--- src/pief_pkg.sv ---
`default_nettype none
package pief_pkg;
	localparam int ADDR_W = 5;
	localparam logic [ADDR_W-1:0] OFF_EN_A = 5'h00;
	localparam logic [ADDR_W-1:0] OFF_EN_B = 5'h04;
	localparam logic [ADDR_W-1:0] OFF_EN_C = 5'h08;
	localparam logic [ADDR_W-1:0] OFF_FL_A = 5'h0C;
	localparam logic [ADDR_W-1:0] OFF_FL_B = 5'h10;
	localparam logic [ADDR_W-1:0] OFF_FL_C = 5'h14;
	localparam logic [ADDR_W-1:0] OFF_CORE = 5'h18;
	localparam logic [7:0] MASK_A = 8'hCB;
	localparam logic [7:0] MASK_B = 8'h6C;
	localparam logic [7:0] MASK_C = 8'h03;
	localparam int BIT_T1GATE = 7;
	localparam int BIT_ADC = 6;
	localparam int BIT_SERIAL = 3;
	localparam int BIT_T2MATCH = 1;
	localparam int BIT_T1OVF = 0;
	localparam int BIT_CMP_B = 6;
	localparam int BIT_CMP_A = 5;
	localparam int BIT_BUSCOL = 3;
	localparam int BIT_NUMOSC = 2;
	localparam int BIT_LC_B = 1;
	localparam int BIT_LC_A = 0;
	localparam int BIT_GLOBAL = 7;
	localparam int BIT_PGROUP = 6;
	localparam logic [7:0] RST_REG = 8'h00;
	localparam logic [1:0] RESP_OKAY = 2'h0;
	localparam logic [1:0] RESP_SLVERR = 2'h2;
endpackage
`default_nettype wire

--- src/pief_bank.sv ---
`default_nettype none
module pief_bank
	import pief_pkg::*;
#(
	parameter logic [7:0] MASK = 8'hFF
)(
	input wire logic clk_i,
	input wire logic reset_i,
	input wire logic [7:0] event_i,
	input wire logic en_we_i,
	input wire logic fl_we_i,
	input wire logic [7:0] wdata_i,
	output logic [7:0] en_o,
	output logic [7:0] fl_o,
	output logic pend_o
);
	logic [7:0] en_r;
	logic [7:0] fl_r;
	logic [7:0] fl_nxt;

	always_ff @(posedge clk_i)
	begin
		if (reset_i)
			en_r <= RST_REG;
		else if (en_we_i)
			en_r <= wdata_i & MASK;
	end

	always_comb
	begin
		fl_nxt = fl_r;
		if (fl_we_i)
			fl_nxt = wdata_i & MASK;
		fl_nxt = fl_nxt | (event_i & MASK);
	end

	always_ff @(posedge clk_i)
	begin
		if (reset_i)
			fl_r <= RST_REG;
		else
			fl_r <= fl_nxt;
	end

	assign en_o = en_r;
	assign fl_o = fl_r;
	assign pend_o = |(en_r & fl_r);
endmodule // pief_bank
`default_nettype wire

--- src/pief_top.sv ---
// The implementer's own choices: the AXI4-Lite slave port and the register offsets.
`default_nettype none
module pief_top
	import pief_pkg::*;
(
	input wire logic CLK_I,
	input wire logic RESET_I,
	input wire logic [7:0] EVENT_A_I,
	input wire logic [7:0] EVENT_B_I,
	input wire logic [7:0] EVENT_C_I,
	input wire logic [4:0] S_AXI_AWADDR_I,
	input wire logic S_AXI_AWVALID_I,
	output logic S_AXI_AWREADY_O,
	input wire logic [31:0] S_AXI_WDATA_I,
	input wire logic [3:0] S_AXI_WSTRB_I,
	input wire logic S_AXI_WVALID_I,
	output logic S_AXI_WREADY_O,
	output logic [1:0] S_AXI_BRESP_O,
	output logic S_AXI_BVALID_O,
	input wire logic S_AXI_BREADY_I,
	input wire logic [4:0] S_AXI_ARADDR_I,
	input wire logic S_AXI_ARVALID_I,
	output logic S_AXI_ARREADY_O,
	output logic [31:0] S_AXI_RDATA_O,
	output logic [1:0] S_AXI_RRESP_O,
	output logic S_AXI_RVALID_O,
	input wire logic S_AXI_RREADY_I,
	output logic PERIPH_REQ_O,
	output logic CORE_IRQ_O
);
	logic aw_got_r;
	logic w_got_r;
	logic [4:0] aw_addr_r;
	logic [7:0] w_data_r;
	logic w_lane0_r;
	logic bvalid_r;
	logic [1:0] bresp_r;
	logic rvalid_r;
	logic [31:0] rdata_r;
	logic [1:0] rresp_r;
	logic [1:0] core_r;
	logic preq_r;
	logic creq_r;
	logic aw_rdy_r;
	logic w_rdy_r;
	logic ar_rdy_r;
	logic [7:0] ea_s1_r, ea_s2_r, eb_s1_r, eb_s2_r, ec_s1_r, ec_s2_r;
	logic [7:0] ea_prev_r, eb_prev_r, ec_prev_r;
	logic do_wr;
	logic [7:0] en_a, en_b, en_c, fl_a, fl_b, fl_c;
	logic pend_a, pend_b, pend_c;
	logic any_pend;

	function automatic logic hit(input logic [4:0] a, input logic [4:0] off);
		return a[4:2] == off[4:2];
	endfunction

	function automatic logic mapped(input logic [4:0] a);
		return hit(a, OFF_EN_A) | hit(a, OFF_EN_B) | hit(a, OFF_EN_C) | hit(a, OFF_FL_A)
			| hit(a, OFF_FL_B) | hit(a, OFF_FL_C) | hit(a, OFF_CORE);
	endfunction

	// event pins synchronised, then rising edge taken
	always_ff @(posedge CLK_I)
	begin
		if (RESET_I)
		begin
			ea_s1_r <= 8'h00;
			ea_s2_r <= 8'h00;
			eb_s1_r <= 8'h00;
			eb_s2_r <= 8'h00;
			ec_s1_r <= 8'h00;
			ec_s2_r <= 8'h00;
			ea_prev_r <= 8'h00;
			eb_prev_r <= 8'h00;
			ec_prev_r <= 8'h00;
		end
		else
		begin
			ea_s1_r <= EVENT_A_I;
			ea_s2_r <= ea_s1_r;
			eb_s1_r <= EVENT_B_I;
			eb_s2_r <= eb_s1_r;
			ec_s1_r <= EVENT_C_I;
			ec_s2_r <= ec_s1_r;
			ea_prev_r <= ea_s2_r;
			eb_prev_r <= eb_s2_r;
			ec_prev_r <= ec_s2_r;
		end
	end

	// write address and data taken in either order
	always_ff @(posedge CLK_I)
	begin
		if (RESET_I)
		begin
			aw_got_r <= 1'b0;
			w_got_r <= 1'b0;
			aw_addr_r <= 5'h00;
			w_data_r <= 8'h00;
			w_lane0_r <= 1'b0;
		end
		else if (do_wr)
		begin
			aw_got_r <= 1'b0;
			w_got_r <= 1'b0;
		end
		else
		begin
			if (S_AXI_AWVALID_I && !aw_got_r)
			begin
				aw_got_r <= 1'b1;
				aw_addr_r <= S_AXI_AWADDR_I;
			end
			if (S_AXI_WVALID_I && !w_got_r)
			begin
				w_got_r <= 1'b1;
				w_data_r <= S_AXI_WDATA_I[7:0];
				w_lane0_r <= S_AXI_WSTRB_I[0];
			end
		end
	end

	assign do_wr = aw_got_r && w_got_r && !bvalid_r;

	// write readies held in flops, tracking the capture flags
	always_ff @(posedge CLK_I)
	begin
		if (RESET_I)
		begin
			aw_rdy_r <= 1'b1;
			w_rdy_r <= 1'b1;
		end
		else if (do_wr)
		begin
			aw_rdy_r <= 1'b1;
			w_rdy_r <= 1'b1;
		end
		else
		begin
			aw_rdy_r <= !(aw_got_r || S_AXI_AWVALID_I);
			w_rdy_r <= !(w_got_r || S_AXI_WVALID_I);
		end
	end

	// read ready low while read data is held
	always_ff @(posedge CLK_I)
	begin
		if (RESET_I)
			ar_rdy_r <= 1'b1;
		else if (S_AXI_ARVALID_I && !rvalid_r)
			ar_rdy_r <= 1'b0;
		else if (S_AXI_RREADY_I)
			ar_rdy_r <= 1'b1;
	end

	always_ff @(posedge CLK_I)
	begin
		if (RESET_I)
		begin
			bvalid_r <= 1'b0;
			bresp_r <= RESP_OKAY;
		end
		else if (do_wr)
		begin
			bvalid_r <= 1'b1;
			bresp_r <= mapped(aw_addr_r) ? RESP_OKAY : RESP_SLVERR;
		end
		else if (S_AXI_BREADY_I)
			bvalid_r <= 1'b0;
	end

	// core control: global and peripheral-group enables
	always_ff @(posedge CLK_I)
	begin
		if (RESET_I)
			core_r <= 2'h0;
		else if (do_wr && w_lane0_r && hit(aw_addr_r, OFF_CORE))
			core_r <= {w_data_r[BIT_GLOBAL], w_data_r[BIT_PGROUP]};
	end

	pief_bank #(.MASK(MASK_A)) u_bank_a (
		.clk_i(CLK_I),
		.reset_i(RESET_I),
		.event_i(ea_s2_r & ~ea_prev_r),
		.en_we_i(do_wr && w_lane0_r && hit(aw_addr_r, OFF_EN_A)),
		.fl_we_i(do_wr && w_lane0_r && hit(aw_addr_r, OFF_FL_A)),
		.wdata_i(w_data_r),
		.en_o(en_a),
		.fl_o(fl_a),
		.pend_o(pend_a)
	);

	pief_bank #(.MASK(MASK_B)) u_bank_b (
		.clk_i(CLK_I),
		.reset_i(RESET_I),
		.event_i(eb_s2_r & ~eb_prev_r),
		.en_we_i(do_wr && w_lane0_r && hit(aw_addr_r, OFF_EN_B)),
		.fl_we_i(do_wr && w_lane0_r && hit(aw_addr_r, OFF_FL_B)),
		.wdata_i(w_data_r),
		.en_o(en_b),
		.fl_o(fl_b),
		.pend_o(pend_b)
	);

	pief_bank #(.MASK(MASK_C)) u_bank_c (
		.clk_i(CLK_I),
		.reset_i(RESET_I),
		.event_i(ec_s2_r & ~ec_prev_r),
		.en_we_i(do_wr && w_lane0_r && hit(aw_addr_r, OFF_EN_C)),
		.fl_we_i(do_wr && w_lane0_r && hit(aw_addr_r, OFF_FL_C)),
		.wdata_i(w_data_r),
		.en_o(en_c),
		.fl_o(fl_c),
		.pend_o(pend_c)
	);

	assign any_pend = pend_a | pend_b | pend_c;

	always_ff @(posedge CLK_I)
	begin
		if (RESET_I)
		begin
			preq_r <= 1'b0;
			creq_r <= 1'b0;
		end
		else
		begin
			preq_r <= any_pend & core_r[0];
			creq_r <= any_pend & core_r[0] & core_r[1];
		end
	end

	// read channel
	always_ff @(posedge CLK_I)
	begin
		if (RESET_I)
		begin
			rvalid_r <= 1'b0;
			rdata_r <= 32'h0000_0000;
			rresp_r <= RESP_OKAY;
		end
		else if (S_AXI_ARVALID_I && !rvalid_r)
		begin
			rvalid_r <= 1'b1;
			rresp_r <= mapped(S_AXI_ARADDR_I) ? RESP_OKAY : RESP_SLVERR;
			if (hit(S_AXI_ARADDR_I, OFF_EN_A))
				rdata_r <= {24'h000000, en_a};
			else if (hit(S_AXI_ARADDR_I, OFF_EN_B))
				rdata_r <= {24'h000000, en_b};
			else if (hit(S_AXI_ARADDR_I, OFF_EN_C))
				rdata_r <= {24'h000000, en_c};
			else if (hit(S_AXI_ARADDR_I, OFF_FL_A))
				rdata_r <= {24'h000000, fl_a};
			else if (hit(S_AXI_ARADDR_I, OFF_FL_B))
				rdata_r <= {24'h000000, fl_b};
			else if (hit(S_AXI_ARADDR_I, OFF_FL_C))
				rdata_r <= {24'h000000, fl_c};
			else if (hit(S_AXI_ARADDR_I, OFF_CORE))
				rdata_r <= {24'h000000, core_r[1], core_r[0], 6'h00};
			else
				rdata_r <= 32'h0000_0000;
		end
		else if (S_AXI_RREADY_I)
			rvalid_r <= 1'b0;
	end

	assign S_AXI_AWREADY_O = aw_rdy_r;
	assign S_AXI_WREADY_O = w_rdy_r;
	assign S_AXI_BVALID_O = bvalid_r;
	assign S_AXI_BRESP_O = bresp_r;
	assign S_AXI_ARREADY_O = ar_rdy_r;
	assign S_AXI_RVALID_O = rvalid_r;
	assign S_AXI_RDATA_O = rdata_r;
	assign S_AXI_RRESP_O = rresp_r;
	assign PERIPH_REQ_O = preq_r;
	assign CORE_IRQ_O = creq_r;

	AST_REQ_GATED: assert property (@(posedge CLK_I) disable iff (RESET_I)
		PERIPH_REQ_O |-> $past(core_r[0]))
		else $error("request without group enable");
	AST_REQ_FOLLOWS: assert property (@(posedge CLK_I) disable iff (RESET_I)
		(any_pend && core_r[0]) |=> PERIPH_REQ_O)
		else $error("request not raised");
	AST_GLOBAL_OFF: assert property (@(posedge CLK_I) disable iff (RESET_I)
		!core_r[1] |=> !CORE_IRQ_O)
		else $error("core request while global off");
	AST_FLAG_SETS: assert property (@(posedge CLK_I) disable iff (RESET_I)
		(ea_s2_r[BIT_ADC] && !ea_prev_r[BIT_ADC]) |=> fl_a[BIT_ADC])
		else $error("flag missed event");
	AST_UNIMPL_A: assert property (@(posedge CLK_I) disable iff (RESET_I)
		((en_a | fl_a) & ~MASK_A) == 8'h00)
		else $error("unimplemented bit set in bank a");
	AST_UNIMPL_B: assert property (@(posedge CLK_I) disable iff (RESET_I)
		((en_b | fl_b) & ~MASK_B) == 8'h00)
		else $error("unimplemented bit set in bank b");
	AST_UNIMPL_C: assert property (@(posedge CLK_I) disable iff (RESET_I)
		((en_c | fl_c) & ~MASK_C) == 8'h00)
		else $error("unimplemented bit set in bank c");
	AST_RESET_ZERO: assert property (@(posedge CLK_I)
		$past(RESET_I) |-> (en_a == 8'h00 && fl_b == 8'h00 && !PERIPH_REQ_O))
		else $error("not zero after reset");
	AST_FLAG_WRITE: assert property (@(posedge CLK_I) disable iff (RESET_I)
		(do_wr && w_lane0_r && hit(aw_addr_r, OFF_FL_C) && w_data_r[0]) |=> fl_c[0])
		else $error("written flag not pending");
	COV_WRITE: cover property (@(posedge CLK_I) do_wr);
	COV_READ: cover property (@(posedge CLK_I) S_AXI_RVALID_O && S_AXI_RREADY_I);
	COV_REQ: cover property (@(posedge CLK_I) CORE_IRQ_O);
endmodule // pief_top
`default_nettype wire

--- config.mk ---
export PLATFORM = sky130hd
export DESIGN_NAME = pief_top
export DESIGN_NICKNAME = d
export VERILOG_FILES = /design/src/pief_pkg.sv /design/src/pief_bank.sv /design/src/pief_top.sv
export SDC_FILE = /design/constraint.sdc
export NUM_CORES = 1
export LEC_CHECK = 0
export ABC_AREA = 1
export BUFFER_PORTS_ARGS = -buffer_cell sky130_fd_sc_hd__buf_2
export CAP_MARGIN = 20
export CORE_ASPECT_RATIO = 1.5
export CORE_UTILIZATION = 53
export DETAILED_ROUTE_END_ITERATION = 8
export PLACE_DENSITY = 0.91
export SLEW_MARGIN = 20
export SYNTH_ARGS = -nofsm -noshare
export SYNTH_HDL_FRONTEND = slang
export SYNTH_SLANG_ARGS = --single-unit
--- constraint.sdc ---
create_clock -name CLK_I -period 2.1 [get_ports CLK_I]
set_input_delay 0.105 -clock CLK_I [delete_from_list [all_inputs] [get_ports CLK_I]]
set_output_delay 0.105 -clock CLK_I [all_outputs]
set_load 0.1 [all_outputs]
==> impl_metrics.yaml, run 1 <==
critical_path:
  crit_path_end_kind: "flip-flop"
  crit_arrival_ns: 1.72
  cp.required_ns: 2.36
  start_kind: "flip-flop"
  critical_path_class: "reg -> reg"
  crit_path_max_fanout: 6
min_path:
  hold_class: "in -> reg"
placement:
  portBuffers: 47
  dp_cells: 570
  dp_hpwl_um: 4990
  globalplace.congestion: 0.883
  placed_cell_area_sq_mm: 0.00363
floorplan:
  initial_core_util: 0.553
  core_region_area_sq_mm: 0.00622
  die_y_um: 101
  die_x_um: 67.8
  fp-row-count: 35
  ios: 120
  dieArea_sq_mm: 0.00682
sta:
  slew_violations: 0
  skew_ns: 0.0139
  fin_setup_tns_ns: 0
  fmax_mhz: 689
  setup_viol: 0
  finalHoldViolations: 0
  min_period_ns: 1.45
  rsz0062_at_grt: "false"
  period_share: 0.691
logic_synthesis:
  netlist.area_leader.share: 0.501
  synth_cell_type_count: 28
  yosysTopAreaCell: "dfxtp_1"
  synthesis.area_sq_mm: 0.00344
  yosys_warnings: 0
  synth_area_leaders: "dfxtp_1 50%, nor2_1 9.9%, inv_1 7.6%"
  ys_seq_area_frac: 0.501
  ys_ff_latch: 86
  synth_cells: 458
  syn_avg_cell_area_sq_um: 7.51
final_layout:
  layout_commonest_cell: "nor2_1"
  regArea_sq_mm: 0.00172
  finalNetCount: 605
  antenna_cells: 0
  num-fill-cells: 541
  instances_no_fill: 606
  area_delta_synth_final_pct: 16.6
  fin_area_sq_mm: 0.00401
  drive_above_1_share: 0.148
  mostFrequentLayoutCells: "91 x nor2_1, 86 x dfxtp_1, 70 x inv_1"
  multi_input_area_sq_mm: 0.00128
clock_tree:
  cts_tree: "yes"
  post_cts_resized: 0
  clock-sinks: 86
  cts_buffer_depth: 2
  cts_root_buf: "clkbuf_8"
  clkTransAtPathRegs_ns: 0.08
  clk-insertion-delay-late_ns: 0.37
  htreeDepth: 3
  cts_made_buffers: 9
global_routing:
  grt_pass1_vias: 2761
  antenna_found_initial: 0
  grt_first_pass_wirelength_um: 11600
  grt_start_max_net_pins: 44
  grt-ovfl-total: 0
  groute.usage.overall: 0.231
status:
  status: "completed"
detailed_routing:
  wl_um: 7050
  vias: 2935
  postRouteAntennaNets: 0
  drt-vias-per-instance: 4.84
  drc: 0
  drtPass1Iterations: 4
  drt_iter0_drc: 153
  wl_per_cell_um: 11.6
job:
  maxCapViolCount: 0
power_and_ir_drop:
  vdd_drop_max_mv: 0.521
  p_per_area_mw_per_mm2: 829
  p_leak_uw: 0.00194
-- registers in the layout, summed over array words and instances, names as in the netlist, 3 cells and up --
name / count
u_bank_b.en_o: 4
S_AXI_RDATA_O: 7
ea_s2_r: 5
aw_addr_r: 3
eb_s1_r: 4
u_bank_b.fl_o: 4
w_data_r: 7
ea_prev_r: 5
u_bank_a.fl_o: 5
u_bank_a.en_o: 5
ea_s1_r: 5
eb_prev_r: 4
eb_s2_r: 4
-- path summary, 6_finish.rpt --
check	slack, ns	end	start	cells past startpoint
max	0.65	u_bank_a.fl_o[7]	aw_addr_r[2]	7
min	0.008	S_AXI_AWREADY_O	S_AXI_AWVALID_I	2
max reg2reg	0.65	u_bank_a.fl_o[7]	aw_addr_r[2]	7
min reg2reg	0.40	ea_s2_r[6]	ea_s1_r[6]	2
-- stage by stage --
stage	total power [uW]	hold slack [ns]	util	worst slack, ns
2_1_floorplan	2280	0.208	-	0.286
3_3_place_gp	2320	0.307	0.585	0.810
3_5_place_dp	2330	0.310	0.585	0.760
4_1_cts	3340	0.00133	0.645	0.721
5_1_grt	3450	0.0318	0.645	0.545
6_report	3320	0.00787	0.645	0.648
-- kinds of logic (layout without fill, tap and decap cells) --
logic type             Yosys count  count (layout)  share of synthesized area
AND/OR/NAND/NOR                198             198                      0.246
buffers and inverters          112             160                      0.156
flip-flops                      86              86                      0.501
AO/OA/AOI/OAI                   61              61                     0.0971
other                            1              27                    0.00109
-- routing by layer --
metal  up-vias  wire [um]  GRT usage
met5         -          0          0
met4         0        434      0.202
met3        36        306     0.0509
met2        97       3670      0.395
met1      1303       2640      0.222
li1       1499          -          -
-- cell usage after synthesis --
| library cell | count |
|---|---|
| dfxtp_1 | 86 |
| o21bai_1 | 1 |
| nor3_2 | 2 |
| o211ai_1 | 7 |
| buf_4 | 29 |
| nor3_1 | 2 |
| o21ai_1 | 1 |
| nor2_1 | 91 |
| a21oi_1 | 12 |
| conb_1 | 1 |
| inv_1 | 70 |
| a41oi_1 | 1 |
| clkbuf_1 | 5 |
| o41ai_1 | 1 |
| buf_1 | 1 |
| buf_2 | 4 |
| nor2_2 | 3 |
| or2_2 | 4 |
| nand2_1 | 65 |
| nand3_1 | 20 |
| nand2_2 | 1 |
| o21ai_0 | 37 |
| nand3b_1 | 1 |
| o22ai_1 | 1 |
| clkinv_2 | 1 |
| nand4_1 | 8 |
| nand4_4 | 1 |
| inv_2 | 2 |
-- power breakdown --
part / leakage, uW / internal [uW] / total (uW) / switching, uW
Combinational: 0.00115 / 116 / 573 / 457
Clock: 0.0000748 / 424 / 995 / 570
Sequential: 0.000705 / 1700 / 1760 / 51.9
-- critical path: stages (launching register included) --
cell and delay, ns:
dfxtp_1 0.38, nand2_1 0.09, nor2_1 0.35, nand2_2 0.19, nand2_1 0.10, o211ai_1 0.09, nand2_1 0.09, inv_1 0.05
-- layout make-up --
class                   count  area share
clock buffers              10      0.0318
inverters                  73      0.0687
flip-flops and latches     86       0.429
repair buffers             72       0.119
clock inverters             5     0.00905
well taps                  74      0.0231
multi-input cells         286       0.319
-- what timing repair did --
item | in CTS | in global routing
setup buffers | 0 | 0
hold endpoints to repair | 21 | 0
hold buffers | 21 | 0
Note: power is estimated with default switching activity, not from simulation.
==> run 2: changes to the inputs <==
CORE_UTILIZATION = 45   (was 53)
PLACE_DENSITY = 0.83   (was 0.91)
clock period = 1.17 ns   (was 2.1 ns; I/O delays follow)
==> impl_metrics.yaml, run 2 (synthesis gave the netlist of run 1 again) <==
floorplan:
  die_x_um: 73.4
  initial_core_util: 0.470
  core_region_area_sq_mm: 0.00732
  ios: 120
  dieArea_sq_mm: 0.00800
  fp-row-count: 38
  die_y_um: 109
critical_path:
  crit_path_max_fanout: 6
  crit_arrival_ns: 1.54
  critical_path_class: "reg -> reg"
  crit_path_end_kind: "flip-flop"
  start_kind: "flip-flop"
  cp.required_ns: 1.46
detailed_routing:
  drc: 0
  wl_um: 8190
  drt_iter0_drc: 140
  vias: 3123
  drtPass1Iterations: 4
  postRouteAntennaNets: 0
  wl_per_cell_um: 12.4
  drt-vias-per-instance: 4.75
global_routing:
  groute.usage.overall: 0.217
  grt_start_max_net_pins: 39
  grt-ovfl-total: 0
  grt_pass1_vias: 2959
  antenna_found_initial: 0
  grt_first_pass_wirelength_um: 12800
placement:
  dp_slack_ns: -0.0438
  placed_cell_area_sq_mm: 0.00384
  globalplace.congestion: 0.860
  portBuffers: 47
  dp_hpwl_um: 5210
clock_tree:
  cts_tree: "yes"
  cts_root_buf: "clkbuf_8"
  clkTransAtPathRegs_ns: 0.08
  cts_buffer_depth: 2
  cts_made_buffers: 9
  htreeDepth: 3
  clk-insertion-delay-late_ns: 0.36
  clock-sinks: 86
sta:
  skew_ns: 0.00893
  rsz0062_at_grt: "true"
  fin_setup_tns_ns: -0.629
  finalHoldViolations: 0
  setup_ws_ns: -0.0806
  holdWs_ns: 0.0425
  min_period_ns: 1.25
  slew_violations: 0
  fmax_mhz: 800
  period_share: 1.07
  setup_viol: 16
power_and_ir_drop:
  vdd_drop_max_mv: 0.815
  p_leak_uw: 0.00215
  p_per_area_mw_per_mm2: 1450
final_layout:
  fin_area_sq_mm: 0.00456
  final_util: 0.623
  antenna_cells: 0
  num-fill-cells: 629
  layout_commonest_cell: "nor2_1"
  mostFrequentLayoutCells: "79 x nor2_1, 70 x dfxtp_1, 67 x inv_1"
  drive_above_1_share: 0.253
  area_delta_synth_final_pct: 32.6
  finalNetCount: 630
job:
  maxCapViolCount: 0
status:
  violations: "setup timing"
  status: "complete, but fails checks"
min_path:
  hold_class: "in -> reg"
## run 2: cell types whose count changed in the layout (fill, tap and decap cells not counted), sizes merged
| cell | previous run | this run |
|---|---|---|
| clkinvlp | 3 | 1 |
| dlygate4sd3 | 21 | 29 |
| clkbuf | 10 | 15 |
| clkinv | 2 | 1 |
| buf | 51 | 66 |
| bufinv | 0 | 2 |
| inv | 73 | 72 |
## run 2: where the power goes
group / internal, uW / switching, uW
Combinational: 314 / 882
Sequential: 3060 / 98.8
Clock: 1260 / 983
Total: 4640 / 1960
## run 2: worst max-delay path: stages, from the launching register on
cell and delay (ns):
dfxtp_4 0.37, inv_4 0.06, nand4_4 0.17, nor2_4 0.20
nand2_4 0.12, inv_6 0.12, nor2_4 0.04, nor2_1 0.10
## run 2: timing repair
action	4_1_cts	5_1_grt
cloned	0	0
resized for setup	26	36
setup endpoints to repair	36	32
hold endpoints to repair	31	0
pin swaps	2	11
setup buffers	1	5
hold buffers	29	0
## run 2: area by class of cell
type / instances / area, sq um / area share
Sequential cell: 86 / 1750 / 0.383
Multi-Input combinational cell: 286 / 1420 / 0.311
Timing Repair Buffer: 97 / 764 / 0.168
Inverter: 73 / 287 / 0.0628
Clock buffer: 13 / 149 / 0.0327
Tap cell: 100 / 125 / 0.0274
Clock inverter: 3 / 67.6 / 0.0148
## run 2: layer usage
layer | part of all wire | up-vias | track usage | routed length, um
met5 | 0 | - | 0 | 0
met4 | 0.076 | 0 | 0.194 | 622
met3 | 0.051 | 45 | 0.0610 | 415
met2 | 0.52 | 125 | 0.377 | 4260
met1 | 0.35 | 1400 | 0.203 | 2890
li1 | - | 1553 | - | -
## run 2: worst paths after layout
kind | from | end | slack [ns] | cells past startpoint
min reg2reg | eb_s1_r[2] | eb_s2_r[2] | 0.40 | 2
min | S_AXI_ARADDR_I[4] | S_AXI_RRESP_O[1] | 0.04 | 3
max reg2reg | S_AXI_BVALID_O | u_bank_a.en_o[1] | -0.08 | 7
max | S_AXI_BVALID_O | u_bank_a.en_o[1] | -0.08 | 7
## run 2: metrics by stage
| stage | std cells | power [uW] |
|---|---|---|
| after CTS | 653 | 6590 |
| after floorplan | 484 | 4100 |
| final | 658 | 6600 |
| after detailed placement | 607 | 4260 |
| after global placement | 607 | 4240 |
| after global routing | 658 | 6860 |
==> run 3: changes to the inputs <==
CORE_MARGIN = 2   (was unset)
==> impl_metrics.yaml, run 3 (synthesis gave the netlist of run 1 again) <==
clock_tree:
  clk-insertion-delay-late_ns: 0.34
  cts_root_buf: "clkbuf_16"
  htreeDepth: 3
  cts_buffer_depth: 2
  clock-sinks: 86
  clkTransAtPathRegs_ns: 0.06
  cts_made_buffers: 9
  cts_tree: "yes"
detailed_routing:
  drc: 0
  drtPass1Iterations: 5
  wl_um: 7310
  drt-vias-per-instance: 4.74
  wl_per_cell_um: 11.3
  vias: 3074
  postRouteAntennaNets: 0
  drt_iter0_drc: 139
sta:
  setup_viol: 12
  period_share: 1.03
  min_period_ns: 1.20
  fmax_mhz: 832
  slew_violations: 0
  rsz0062_at_grt: "true"
  finalHoldViolations: 0
  setup_ws_ns: -0.0317
  holdWs_ns: 0.0221
  skew_ns: 0.00447
critical_path:
  cpMaxStageDelayCell: "dfxtp_4"
  path_buf_inv: 2
  critical_path_class: "reg -> reg"
  crit_top_cell: "nor2_1"
  crit_arrival_ns: 1.43
  reg2reg_slack_ns: -0.03
  crit_path_end_kind: "flip-flop"
  crit_chain: "inv_4 -> nand4_4 -> nor3_4 -> inv_2 -> nor2_1 -> nor2_1"
  path_delay_family: "simple AND/OR/NAND/NOR gates"
  start_kind: "flip-flop"
  crit_path_max_fanout: 5
  crit_path_max_incr_delay_ns: 0.35
  cp.required_ns: 1.40
placement:
  dp_slack_ns: -0.0273
  globalplace.congestion: 0.944
  placed_cell_area_sq_mm: 0.00384
  portBuffers: 47
  dp_hpwl_um: 5050
global_routing:
  antenna_found_initial: 0
  groute.layer.met1.usage: 0.185
  top_usage_layer: "met2"
  grt_first_pass_wirelength_um: 11600
  groute.usage.overall: 0.181
  grt_util_met3: 0.0382
  grt_start_max_net_pins: 42
  grtUsageMet2: 0.313
  grt_pass1_vias: 2697
  grt-ovfl-total: 0
status:
  violations: "setup timing"
  status: "complete, but fails checks"
floorplan:
  ios: 120
  dieArea_sq_mm: 0.00837
  initial_core_util: 0.458
  fp-row-count: 39
  die_x_um: 75.4
  die_y_um: 111
  core_region_area_sq_mm: 0.00751
final_layout:
  finalNetCount: 618
  mostFrequentLayoutCells: "80 x nor2_1, 72 x dfxtp_1, 66 x inv_1"
  final_util: 0.593
  area_delta_synth_final_pct: 29.6
  fin_area_sq_mm: 0.00446
  drive_above_1_share: 0.245
  antenna_cells: 0
  layout_commonest_cell: "nor2_1"
power_and_ir_drop:
  p_seq_frac: 0.454
  p_switching_uw: 2020
  vdd_drop_max_mv: 1.19
  switching_share: 0.290
  power_frac_comb: 0.164
  p_per_area_mw_per_mm2: 1560
  p_leak_uw: 0.00213
  p_int_uw: 4940
  clkPwrFrac: 0.382
job:
  maxCapViolCount: 0
min_path:
  hold_class: "in -> reg"
-- run 3: cell count changes in the layout (fill, tap and decap cells not counted), sizes merged --
| cell | change |
|---|---|
| clkinvlp | -1 |
| bufinv | -2 |
| buf | -5 |
| dlygate4sd3 | -6 |
| clkinv | +4 |
| clkbuf | -2 |
-- run 3: path summary, 6_finish.rpt --
check	from	end	cells after the start
worst min register to register	ea_s1_r[3]	ea_s2_r[3]	2
worst max-delay path	S_AXI_BVALID_O	u_bank_b.en_o[2]	6
worst max register to register	S_AXI_BVALID_O	u_bank_b.en_o[2]	6
worst min-delay path	S_AXI_AWADDR_I[4]	aw_addr_r[4]	3
-- run 3: through the flow --
stage / setup TNS (ns) / total power (uW) / instances
global placement: -0.00855 / 4240 / 608
CTS: -0.0581 / 7000 / 648
finish: -0.139 / 6960 / 648
detailed placement: -0.167 / 4260 / 608
floorplan: -0.826 / 4100 / 484
global route: -2.10 / 7200 / 648
-- run 3: what timing repair did --
item	in CTS	in global routing
endpoints found under the setup margin	21	39
setup buffers	1	0
hold buffers	23	0
pin swaps	0	13
gates cloned	0	0
endpoints found under the hold margin	25	0
resized for setup	8	31
-- run 3: final cells by class --
class	count	area, sq um
Multi-Input combinational cell	286	1380
Tap cell	102	128
Sequential cell	86	1740
Fill cell	664	3060
Timing Repair Buffer	85	633
Clock buffer	12	267
Clock inverter	4	20.0
Inverter	73	284
-- run 3: worst min-delay path, cell delays in order --
cell	delay (ns)
buf_2	0.08
o21ai_0	0.08
a21oi_1	0.10
-- run 3: per-layer routing --
layer / vias to the layer above / wire [um]
li1: 1536 / -
met1: 1433 / 2720
met2: 81 / 3990
met3: 24 / 296
met4: 0 / 310
met5: - / 0
-- run 3: power groups by stage --
| stage | registers (uW) | logic, uW | clock network, uW |
|---|---|---|---|
| 2_1_floorplan | 3380 | 721 | 0 |
| 3_3_place_gp | 3210 | 1030 | 0 |
| 3_5_place_dp | 3210 | 1050 | 0 |
| 4_1_cts | 3150 | 1120 | 2740 |
| 5_1_grt | 3170 | 1220 | 2810 |
| 6_report | 3160 | 1140 | 2660 |
